$ cat config.mk
export PLATFORM = sky130hd
export DESIGN_NAME = erx_rx_datapath
export DESIGN_NICKNAME = d
export VERILOG_FILES = /design/src/erx_pkg.sv /design/src/erx_fifo.sv /design/src/erx_rx_datapath.sv
export SDC_FILE = /design/constraint.sdc
export NUM_CORES = 2
export LEC_CHECK = 0
export ABC_AREA = 1
export BUFFER_PORTS_ARGS = -buffer_cell sky130_fd_sc_hd__buf_4
export CAP_MARGIN = 20
export CORE_ASPECT_RATIO = 1.75
export CORE_UTILIZATION = 30
export DETAILED_ROUTE_END_ITERATION = 8
export MAX_ROUTING_LAYER = met4
export PLACE_DENSITY_LB_ADDON = 0.05
export SLEW_MARGIN = 20
export SYNTH_ARGS = -nofsm -noshare
export SYNTH_HDL_FRONTEND = slang
export SYNTH_SLANG_ARGS = --single-unit
$ cat constraint.sdc
create_clock -name clk_sys -period 20.3 [get_ports clk_sys]
set_input_delay 3.045 -clock clk_sys [delete_from_list [all_inputs] [get_ports clk_sys]]
set_output_delay 3.045 -clock clk_sys [all_outputs]
set_load 0.02 [all_outputs]
$ cat src/erx_pkg.sv
// Contract
// - full buffer drops data, flags overrun
// - client gets type, lbp and error
// - stats held until read or next frame
// - unread stats flag missed after next frame
// - running length compared with threshold
// - strip pad, never for control frames
// - four crc bytes not forwarded
// - crc32 checked, bad frames marked
// - detect vlan tag, sop and eop
// - pause address always matches
// - pause frame deleted unless filter disabled
// - pause time and request on good crc
// - lbp gives valid bytes of last word
// - accept decision on six address bytes
// - unicast filter disable is promiscuous
// - unicast matches station address
// - multicast filter disable accepts all multicast
// - multicast hash indexes 64 filter bits
// - broadcast matches unless reject enabled
// - matched frames proceed to crc check
// - unmatched frame invalidated through eop
// - lbp codes mean one to four bytes
// - hash starts all ones, six msbs
// - pause needs control type and opcode
package erx_pkg;
	localparam int ERX_DW = 32;
	localparam int ERX_WIDX_W = 12;
	localparam logic [7:0] STATION_ADDR_OFS = 8'h08;
	localparam logic [7:0] MCAST_FILTER_OFS = 8'h10;
	localparam logic [47:0] PAUSE_DA = 48'h0100_00C2_8001;
	localparam logic [47:0] BCAST_DA = 48'hFFFF_FFFF_FFFF;
	localparam logic [15:0] LT_CTRL = 16'h8808;
	localparam logic [15:0] LT_VLAN = 16'h8100;
	localparam logic [15:0] LT_MAX_LEN = 16'h0600;
	localparam logic [15:0] OPC_PAUSE = 16'h0001;
	localparam logic [15:0] HDR_BYTES = 16'h000E;
	localparam logic [15:0] PAD_THRESH_DEF = 16'h0040;
	localparam logic [31:0] CRC_INIT = 32'hFFFF_FFFF;
	localparam logic [31:0] CRC_POLY_REFL = 32'hEDB8_8320;
	localparam logic [31:0] CRC_RESIDUE = 32'hDEBB_20E3;
	localparam logic [31:0] HASH_POLY = 32'h04C1_1DB6;
	localparam logic [11:0] LT_WORD = 12'h003;
	localparam logic [11:0] PT_WORD = 12'h004;
	localparam logic [1:0] TYPE_UCAST = 2'h0;
	localparam logic [1:0] TYPE_MCAST = 2'h1;
	localparam logic [1:0] TYPE_BCAST = 2'h2;
	localparam logic [1:0] TYPE_PAUSE = 2'h3;
	localparam int STAT_W = 24;
	localparam int STAT_UCAST = 16;
	localparam int STAT_MCAST = 17;
	localparam int STAT_BCAST = 18;
	localparam int STAT_PAUSE = 19;
	localparam int STAT_VLAN = 20;
	localparam int STAT_CRCERR = 21;
	localparam int STAT_SHORT = 22;
	localparam int STAT_DROP = 23;
	localparam int FIFO_DEPTH = 32;
	localparam int FIFO_W = 39;
endpackage

$ cat src/erx_fifo.sv
module erx_fifo #(
	parameter int WIDTH = 39,
	parameter int DEPTH = 32
) (
	input wire logic clk_sys,
	input wire logic rst,
	input wire logic wr_valid,
	output logic wr_ready,
	input wire logic [WIDTH-1:0] wr_data,
	output logic rd_valid,
	input wire logic rd_ready,
	output logic [WIDTH-1:0] rd_data
);
	localparam int AW = $clog2(DEPTH);

	if (DEPTH < 2 || (DEPTH & (DEPTH - 1)) != 0 || WIDTH < 1)
	begin : g_bad_size
		$error("erx_fifo: depth must be a power of two of at least 2");
	end

	logic [WIDTH-1:0] mem [DEPTH];
	logic [AW:0] wr_ptr;
	logic [AW:0] rd_ptr;
	logic [AW:0] next_wr_ptr;
	logic [AW:0] next_rd_ptr;
	logic do_wr;
	logic do_rd;

	always_comb
	begin
		wr_ready = !((wr_ptr[AW] != rd_ptr[AW]) && (wr_ptr[AW-1:0] == rd_ptr[AW-1:0]));
		rd_valid = (wr_ptr != rd_ptr);
		rd_data = mem[rd_ptr[AW-1:0]];
		do_wr = wr_valid && wr_ready;
		do_rd = rd_valid && rd_ready;
		next_wr_ptr = do_wr ? wr_ptr + 1'b1 : wr_ptr;
		next_rd_ptr = do_rd ? rd_ptr + 1'b1 : rd_ptr;
	end

	always_ff @(posedge clk_sys)
	begin
		if (do_wr)
			mem[wr_ptr[AW-1:0]] <= wr_data;
	end

	always_ff @(posedge clk_sys or posedge rst)
	begin
		if (rst)
		begin
			wr_ptr <= '0;
			rd_ptr <= '0;
		end
		else
		begin
			wr_ptr <= next_wr_ptr;
			rd_ptr <= next_rd_ptr;
		end
	end
endmodule // erx_fifo

$ cat src/erx_rx_datapath.sv
module erx_rx_datapath #(
	parameter int FIFO_DEPTH = erx_pkg::FIFO_DEPTH
) (
	input wire logic clk_sys,
	input wire logic rst,
	input wire logic in_valid,
	input wire logic [erx_pkg::ERX_DW-1:0] in_data,
	input wire logic in_sop,
	input wire logic in_eop,
	input wire logic [1:0] in_lbp,
	input wire logic [47:0] cfg_station_addr,
	input wire logic [63:0] cfg_mcast_hash,
	input wire logic cfg_unicast_fltr_dis,
	input wire logic cfg_mcast_fltr_dis,
	input wire logic cfg_bcast_reject,
	input wire logic cfg_ctrl_fltr_dis,
	input wire logic [15:0] cfg_pad_thresh,
	output logic rx_valid,
	input wire logic rx_ready,
	output logic [erx_pkg::ERX_DW-1:0] rx_data,
	output logic rx_sop,
	output logic rx_eop,
	output logic [1:0] rx_lbp,
	output logic rx_err,
	output logic [1:0] rx_type,
	output logic fifo_overrun,
	output logic len_short,
	output logic [erx_pkg::STAT_W-1:0] stat_vec,
	output logic stat_valid,
	input wire logic stat_rd,
	output logic stat_miss,
	output logic [15:0] pause_time,
	output logic pause_req
);
	import erx_pkg::*;

	typedef enum logic [2:0] {ST_IDLE, ST_FIRST, ST_PASS, ST_TRUNC, ST_DROP} erx_state_e;

	// reflected crc32 over lbp+1 valid bytes, first byte in the low lane
	function automatic logic [31:0] crc_upd(input logic [31:0] c, input logic [31:0] d,
		input logic [1:0] lbp);
		logic [31:0] r;
		r = c;
		for (int k = 0; k < 4; k++)
			if (k <= int'(lbp))
				for (int b = 0; b < 8; b++)
					r = (r[0] ^ d[8*k+b]) ? ((r >> 1) ^ CRC_POLY_REFL) : (r >> 1);
		return r;
	endfunction

	// filter bit index from the destination address
	function automatic logic [5:0] mcast_hash(input logic [47:0] da);
		logic [31:0] c;
		logic cy;
		c = CRC_INIT;
		for (int i = 0; i < 48; i++)
		begin
			cy = c[31] ^ da[i];
			c = {c[30:0], 1'b0};
			if (cy)
				c = (c ^ HASH_POLY) | 32'h0000_0001;
		end
		return c[31:26];
	endfunction

	erx_state_e st, next_st;
	logic [31:0] hold, next_hold;
	logic [ERX_WIDX_W-1:0] widx, next_widx;
	logic [ERX_WIDX_W-1:0] in_cnt, next_in_cnt;
	logic [15:0] byte_cnt, next_byte_cnt;
	logic [31:0] crc, next_crc;
	logic [15:0] lt, next_lt;
	logic lt_vld, next_lt_vld;
	logic [15:0] opc, next_opc;
	logic [15:0] ptime, next_ptime;
	logic pause_da, next_pause_da;
	logic vlan, next_vlan;
	logic [1:0] ftype, next_ftype;
	logic [1:0] trunc_lbp, next_trunc_lbp;
	logic [STAT_W-1:0] next_stat_vec;
	logic next_stat_valid, next_stat_miss;
	logic [15:0] next_pause_time;
	logic next_pause_req, next_overrun;
	logic wr_try, wr_sop, wr_eop, wr_err, fifo_wr_ready;
	logic [1:0] wr_lbp;
	logic [31:0] crc_word;
	logic crc_good, frame_end, pad_act, trunc_hit, addr_match, keep;
	logic [47:0] da;
	logic da_ucast, da_bcast, da_pause, da_mcast, mc_hit;
	logic [15:0] limit, wbase, frame_len;

	always_comb
	begin
		da = {in_data[15:0], hold};
		mc_hit = cfg_mcast_hash[mcast_hash(da)];
		da_ucast = !da[0] && (da == cfg_station_addr);
		da_bcast = (da == BCAST_DA);
		da_pause = (da == PAUSE_DA);
		da_mcast = da[0] && !da_bcast && !da_pause;
		addr_match = cfg_unicast_fltr_dis || da_pause || da_ucast
			|| (da_bcast && !cfg_bcast_reject)
			|| (da_mcast && (cfg_mcast_fltr_dis || mc_hit));
		keep = addr_match && !(da_pause && !cfg_ctrl_fltr_dis);
		crc_word = crc_upd(crc, in_data, in_eop ? in_lbp : 2'h3);
		crc_good = (crc_word == CRC_RESIDUE);
		len_short = (byte_cnt < cfg_pad_thresh);
		pad_act = lt_vld && (lt < LT_MAX_LEN) && (lt != LT_CTRL) && len_short;
		limit = HDR_BYTES + lt;
		wbase = {2'b00, widx, 2'b00};
		trunc_hit = pad_act && (limit <= wbase + 16'h0004);
		frame_len = byte_cnt + {14'h0000, in_lbp} + 16'h0001;

		next_st = st;
		next_hold = hold;
		next_widx = widx;
		next_in_cnt = in_cnt;
		next_byte_cnt = byte_cnt;
		next_crc = crc;
		next_lt = lt;
		next_lt_vld = lt_vld;
		next_opc = opc;
		next_ptime = ptime;
		next_pause_da = pause_da;
		next_vlan = vlan;
		next_ftype = ftype;
		next_trunc_lbp = trunc_lbp;
		next_stat_vec = stat_vec;
		next_stat_valid = stat_valid && !stat_rd;
		next_stat_miss = 1'b0;
		next_pause_time = pause_time;
		next_pause_req = 1'b0;
		wr_try = 1'b0;
		wr_sop = 1'b0;
		wr_eop = 1'b0;
		wr_lbp = 2'h3;
		wr_err = 1'b0;
		frame_end = 1'b0;

		if (st != ST_IDLE && in_valid)
		begin
			next_crc = crc_word;
			next_in_cnt = in_cnt + 1'b1;
			next_byte_cnt = byte_cnt + 16'h0004;
			if (in_cnt == LT_WORD)
			begin
				next_lt = {in_data[7:0], in_data[15:8]};
				next_opc = {in_data[23:16], in_data[31:24]};
				next_lt_vld = 1'b1;
				next_vlan = ({in_data[7:0], in_data[15:8]} == LT_VLAN);
			end
			if (in_cnt == PT_WORD)
				next_ptime = {in_data[7:0], in_data[15:8]};
		end

		case (st)
			ST_IDLE:
			begin
				if (in_valid && in_sop)
				begin
					next_hold = in_data;
					next_crc = crc_upd(CRC_INIT, in_data, 2'h3);
					next_in_cnt = 12'h001;
					next_widx = '0;
					next_byte_cnt = 16'h0004;
					next_lt_vld = 1'b0;
					next_vlan = 1'b0;
					next_st = ST_FIRST;
				end
			end
			ST_FIRST:
			begin
				if (in_valid)
				begin
					next_pause_da = da_pause;
					next_ftype = da_pause ? TYPE_PAUSE : da_bcast ? TYPE_BCAST :
						da[0] ? TYPE_MCAST : TYPE_UCAST;
					if (keep)
					begin
						wr_try = 1'b1;
						wr_sop = 1'b1;
						next_hold = in_data;
						next_widx = widx + 1'b1;
						next_st = ST_PASS;
					end
					else
						next_st = ST_DROP;
				end
			end
			ST_PASS:
			begin
				if (in_valid && in_eop)
				begin
					wr_try = 1'b1;
					wr_eop = 1'b1;
					wr_lbp = in_lbp;
					wr_err = !crc_good;
				end
				else if (in_valid && trunc_hit)
				begin
					next_trunc_lbp = 2'(limit - wbase - 16'h0001);
					next_st = ST_TRUNC;
				end
				else if (in_valid)
				begin
					wr_try = 1'b1;
					next_hold = in_data;
					next_widx = widx + 1'b1;
				end
			end
			ST_TRUNC:
			begin
				if (in_valid && in_eop)
				begin
					wr_try = 1'b1;
					wr_eop = 1'b1;
					wr_lbp = trunc_lbp;
					wr_err = !crc_good;
				end
			end
			ST_DROP:
			begin
				wr_try = 1'b0;
			end
			default:
				next_st = ST_IDLE;
		endcase

		if (st != ST_IDLE && in_valid && in_eop)
		begin
			frame_end = 1'b1;
			next_st = ST_IDLE;
			next_stat_vec = '0;
			next_stat_vec[15:0] = frame_len;
			next_stat_vec[STAT_UCAST] = (ftype == TYPE_UCAST);
			next_stat_vec[STAT_MCAST] = (ftype == TYPE_MCAST);
			next_stat_vec[STAT_BCAST] = (ftype == TYPE_BCAST);
			next_stat_vec[STAT_PAUSE] = pause_da;
			next_stat_vec[STAT_VLAN] = vlan;
			next_stat_vec[STAT_CRCERR] = !crc_good;
			next_stat_vec[STAT_SHORT] = (frame_len < cfg_pad_thresh);
			next_stat_vec[STAT_DROP] = (st == ST_DROP);
			next_stat_valid = 1'b1;
			next_stat_miss = stat_valid && !stat_rd;
			if (pause_da && lt_vld && lt == LT_CTRL && opc == OPC_PAUSE && crc_good)
			begin
				next_pause_req = 1'b1;
				next_pause_time = ptime;
			end
		end
		next_overrun = wr_try && !fifo_wr_ready;
	end

	always_ff @(posedge clk_sys or posedge rst)
	begin
		if (rst)
		begin
			st <= ST_IDLE;
			hold <= '0;
			widx <= '0;
			in_cnt <= '0;
			byte_cnt <= '0;
			crc <= CRC_INIT;
			lt <= '0;
			lt_vld <= 1'b0;
			opc <= '0;
			ptime <= '0;
			pause_da <= 1'b0;
			vlan <= 1'b0;
			ftype <= TYPE_UCAST;
			trunc_lbp <= 2'h0;
			stat_vec <= '0;
			stat_valid <= 1'b0;
			stat_miss <= 1'b0;
			pause_time <= '0;
			pause_req <= 1'b0;
			fifo_overrun <= 1'b0;
		end
		else
		begin
			st <= next_st;
			hold <= next_hold;
			widx <= next_widx;
			in_cnt <= next_in_cnt;
			byte_cnt <= next_byte_cnt;
			crc <= next_crc;
			lt <= next_lt;
			lt_vld <= next_lt_vld;
			opc <= next_opc;
			ptime <= next_ptime;
			pause_da <= next_pause_da;
			vlan <= next_vlan;
			ftype <= next_ftype;
			trunc_lbp <= next_trunc_lbp;
			stat_vec <= next_stat_vec;
			stat_valid <= next_stat_valid;
			stat_miss <= next_stat_miss;
			pause_time <= next_pause_time;
			pause_req <= next_pause_req;
			fifo_overrun <= next_overrun;
		end
	end

	// control info beside data, type decided this cycle
	erx_fifo #(
		.WIDTH(FIFO_W),
		.DEPTH(FIFO_DEPTH)
	) u_fifo (
		.clk_sys(clk_sys),
		.rst(rst),
		.wr_valid(wr_try),
		.wr_ready(fifo_wr_ready),
		.wr_data({next_ftype, wr_err, wr_lbp, wr_eop, wr_sop, hold}),
		.rd_valid(rx_valid),
		.rd_ready(rx_ready),
		.rd_data({rx_type, rx_err, rx_lbp, rx_eop, rx_sop, rx_data})
	);

	AST_OVERRUN: assert property (@(posedge clk_sys) disable iff (rst)
		wr_try && !fifo_wr_ready |=> fifo_overrun)
		else $error("dropped word did not raise overrun");
	AST_STAT_HOLD: assert property (@(posedge clk_sys) disable iff (rst)
		!frame_end |=> $stable(stat_vec))
		else $error("statistics vector changed without a frame end");
	AST_STAT_MISS: assert property (@(posedge clk_sys) disable iff (rst)
		frame_end && stat_valid && !stat_rd |=> stat_miss && stat_valid)
		else $error("unread vector not reported as missed");
	AST_STAT_VALID: assert property (@(posedge clk_sys) disable iff (rst)
		frame_end |=> stat_valid ##1 (stat_valid || $past(stat_rd)))
		else $error("statistics valid not raised after frame end");
	AST_PAUSE_CRC: assert property (@(posedge clk_sys) disable iff (rst)
		frame_end && !crc_good |=> !pause_req && $stable(pause_time))
		else $error("pause requested on bad crc");
	AST_LBP: assert property (@(posedge clk_sys) disable iff (rst)
		st == ST_PASS && in_valid && in_eop |-> wr_try && wr_eop && wr_lbp == in_lbp)
		else $error("last word lbp mismatch");
	AST_DROP: assert property (@(posedge clk_sys) disable iff (rst)
		st == ST_DROP |-> !wr_try)
		else $error("word written for dropped frame");
	AST_BCAST: assert property (@(posedge clk_sys) disable iff (rst)
		st == ST_FIRST && in_valid && !in_eop && da_bcast && cfg_bcast_reject
		&& !cfg_unicast_fltr_dis |=> st == ST_DROP)
		else $error("broadcast not dropped while rejected");
	AST_PAUSE_DEL: assert property (@(posedge clk_sys) disable iff (rst)
		st == ST_FIRST && in_valid && !in_eop && da_pause && !cfg_ctrl_fltr_dis
		|=> st == ST_DROP)
		else $error("pause frame forwarded with filter on");
endmodule // erx_rx_datapath

==> metrics.txt <==
Max stage delay on crit path 0.73 ns; vias per cell 5.09; shortest period the worst path allows about 10 ns; Post CTS Setup Buffer Count 0; final wirelength between 300000 and 400000 um; IO Pins 258; CP max stage cell nand2_2; Tcrit/Tclk final 49.7%; Skew-Pair Late Insertion Delay 0.84 ns; post-synthesis sequential area ratio 57.6%; largest net degree at the start of global routing between 100 and 150; dpl hpwl 215000 um; CTS buffer count about 160; critical path launch point type flop; clock root buffer clkbuf_16; Routed Antenna Nets 0; Final Setup Violations 0; fin. max-slew vios 0; post-synthesis cell type count 71; initial antenna violation count 11; largest fanout on the critical path 44; gr usage total between 20% and 30%; htree depth 4; initial core utilization 30.2%; #FFs+latches synth 1464; max cap viols 0; die width roughly 380 um; Filler cells between 20000 and 30000; worst setup slack after layout about 10 ns; total iterations of the first detailed-routing run 6; First DRT Iteration DRCs 4098; Max Root-Sink Buffers 4; count of final hold-check violations 0; DP Worst Slack 9.77 ns; ys flop type edfxtp_1; Avg Inst Size Synth around 9.9 um^2; worst-margin pin slew 1.29 ns; EDFF count, synth 1248; Syn Nets 7807; vias ~57000; port bufs 257; first-pass GRT wire length around 430000 um; RSZ-0062 raised after global routing no; drt drc 0; Synth Cell Area 74600 um^2; crit path kind reg2reg; Die ar. 251000 um^2; most used cell, CP nand2_1; Worst Clk Skew 0.0667 ns; Rows 241; Final GP Congestion around 0.9; core area around 250000 um^2; Synth Instances 7567; Worst EP required about 21 ns; layout overhead on the synthesized area 14.4%; clk sinks ~1500; setup_tns 0 ns; Hold/Removal Path Class reg2reg; grt total ovfl 0; type of destination of the critical path flop; post-DR wirelength/cell 27.6 um; register area 42900 um^2; Synth async-reset ratio 14.8%; Critical Path AT 10.49 ns; layout cells sized above 1 11.2%; # hold bufs at CTS 0; chip height around 660 um; outcome finished, final reports clean; CTS tree yes; area of the multi-input gates 28700 um^2; achievable frequency 99.2 MHz; CTS clock-pin slew for the worst setup and hold paths 0.06 ns; relative slew slack 13.0%; nets@finish about 8000; number of global-route vias before repair 56800; Resize count post-CTS 0; warnings from Yosys 0
==> worst paths after layout <==
path                       depth (start not counted)  slack [ns]           start                end
max in group asynchronous                          4       16.22             rst           hold[27]
hold / removal                                     2        0.47  pause_time[11]     pause_time[11]
setup / recovery                                  47       10.22         hold[3]  u_fifo.mem[3][22]
min in group asynchronous                          2        2.24             rst       stat_vec[18]
setup reg to reg                                  47       10.22         hold[3]  u_fifo.mem[3][22]
hold reg to reg                                    2        0.47  pause_time[11]     pause_time[11]
==> layer usage <==
metal / wire length, um / up-vias / part of all wire (%) / track usage [%]
li1: - / 26600 / - / -
met1: 116000 / 28300 / 38 / 27.1
met2: 167000 / 1389 / 54 / 46.3
met3: 9880 / 469 / 3.2 / 2.08
met4: 15600 / 0 / 5.1 / 10.9
met5: 0 / - / 0 / -
==> per-stage QoR <==
stage	hold WS, ns	cell area [um^2]	util, %	cells
floorplan	0.453	74600	-	7567
global placement	0.465	80400	32.6	10900
detailed placement	0.461	80500	32.6	10900
CTS	0.480	85200	34.6	11200
global route	0.504	85200	34.6	11200
finish	0.474	85300	34.6	11200
==> cell families (layout without fill, tap and decap cells) <==
kind of cell	Yosys count	count (layout)	share of synthesized area, %
AND/OR/NAND/NOR	3263	3263	18.7
flip-flops	1464	1464	57.6
AO/OA/AOI/OAI	1352	1352	10.4
buffers and inverters	809	1112	4.31
XOR/XNOR	608	608	7.80
adder cells (fa/ha/maj)	67	67	1.12
multiplexers	4	4	0.0554
other	0	8	0
==> flip-flops by register name (all words and copies together), names as in the netlist <==
signal         count
lt                16
pause_da           1
ftype              2
opc               16
u_fifo.rd_ptr      6
vlan               1
crc               32
byte_cnt          14
stat_miss          1
stat_valid         1
pause_time        16
trunc_lbp          2
in_cnt            12
fifo_overrun       1
ptime             16
u_fifo.mem      1248
u_fifo.wr_ptr      6
widx              12
pause_req          1
stat_vec          24
hold              32
st                 3
lt_vld             1
==> cell usage in the layout (no fill, tap or decap), types with 32 or more instances in the layout <==
master        n
nand2_1    1636
edfxtp_1   1248
o22ai_1     202
a21oi_1      67
clkbuf_1     47
ha_1         67
nand3b_1     33
clkbuf_16   162
nand4_1     108
buf_4       389
clkinv_1     40
dfstp_2      32
nor3_1       32
nor2_4       37
o21ai_0     829
nor2_1      745
nand3_1     505
o211ai_1     42
o221ai_1    131
inv_1       403
xnor2_1     163
or2_2        37
dfrtp_1     179
nand2_2      56
xor2_1      407
==> Yosys cell counts, types with 11 or more instances <==
library cell  number  area, um^2
nor2_2            26         163
or2_2             37         231
buf_1             23        86.3
nand2_1         1636        6140
nor2_1           764        2870
xor2_1           407        3560
xnor2_1          163        1430
o211ai_1          42         315
xor2_2            15         244
buf_4             17         128
nand3b_1          33         248
dfrtp_1          184        4600
edfxtp_1        1248       37500
dfstp_2           32         841
nand4_1          108         676
a211oi_1          11        82.6
nand3_1          506        2530
o221ai_1         131        1150
buf_2             23         115
clkbuf_1         292        1100
nor4_1            22         138
inv_1            408        1530
nand2_4           16         180
o21ai_0          829        4150
nand2_2           58         363
a21oi_1           70         350
o21ai_1           25         125
xor2_4            14         385
nor3_1            33         165
ha_1              67         838
o22ai_1          202        1260
inv_2             22        82.6
==> worst max-delay path: cells and delay by family, from the launching register on <==
family,cells,cell delay [ns]
DFF,1,0.32
buffers and inverters,7,2.13
and+or+nand+nor,39,6.58
adders and majority gates,1,0.44
==> area by class of cell <==
class | count | share of cell area [%]
sequential | 1464 | 50.4
antenna | 8 | 0.0235
tap | 3280 | 4.81
timing repair buffer | 394 | 3.55
clock inverter | 58 | 0.528
clock buffer | 216 | 5.07
multi-input combinational | 5294 | 33.6
inverter | 444 | 2.00
Power is left out: the tool's default activity adds up to more than one toggle a clock period on the data nets, which glitch-free logic cannot reach.
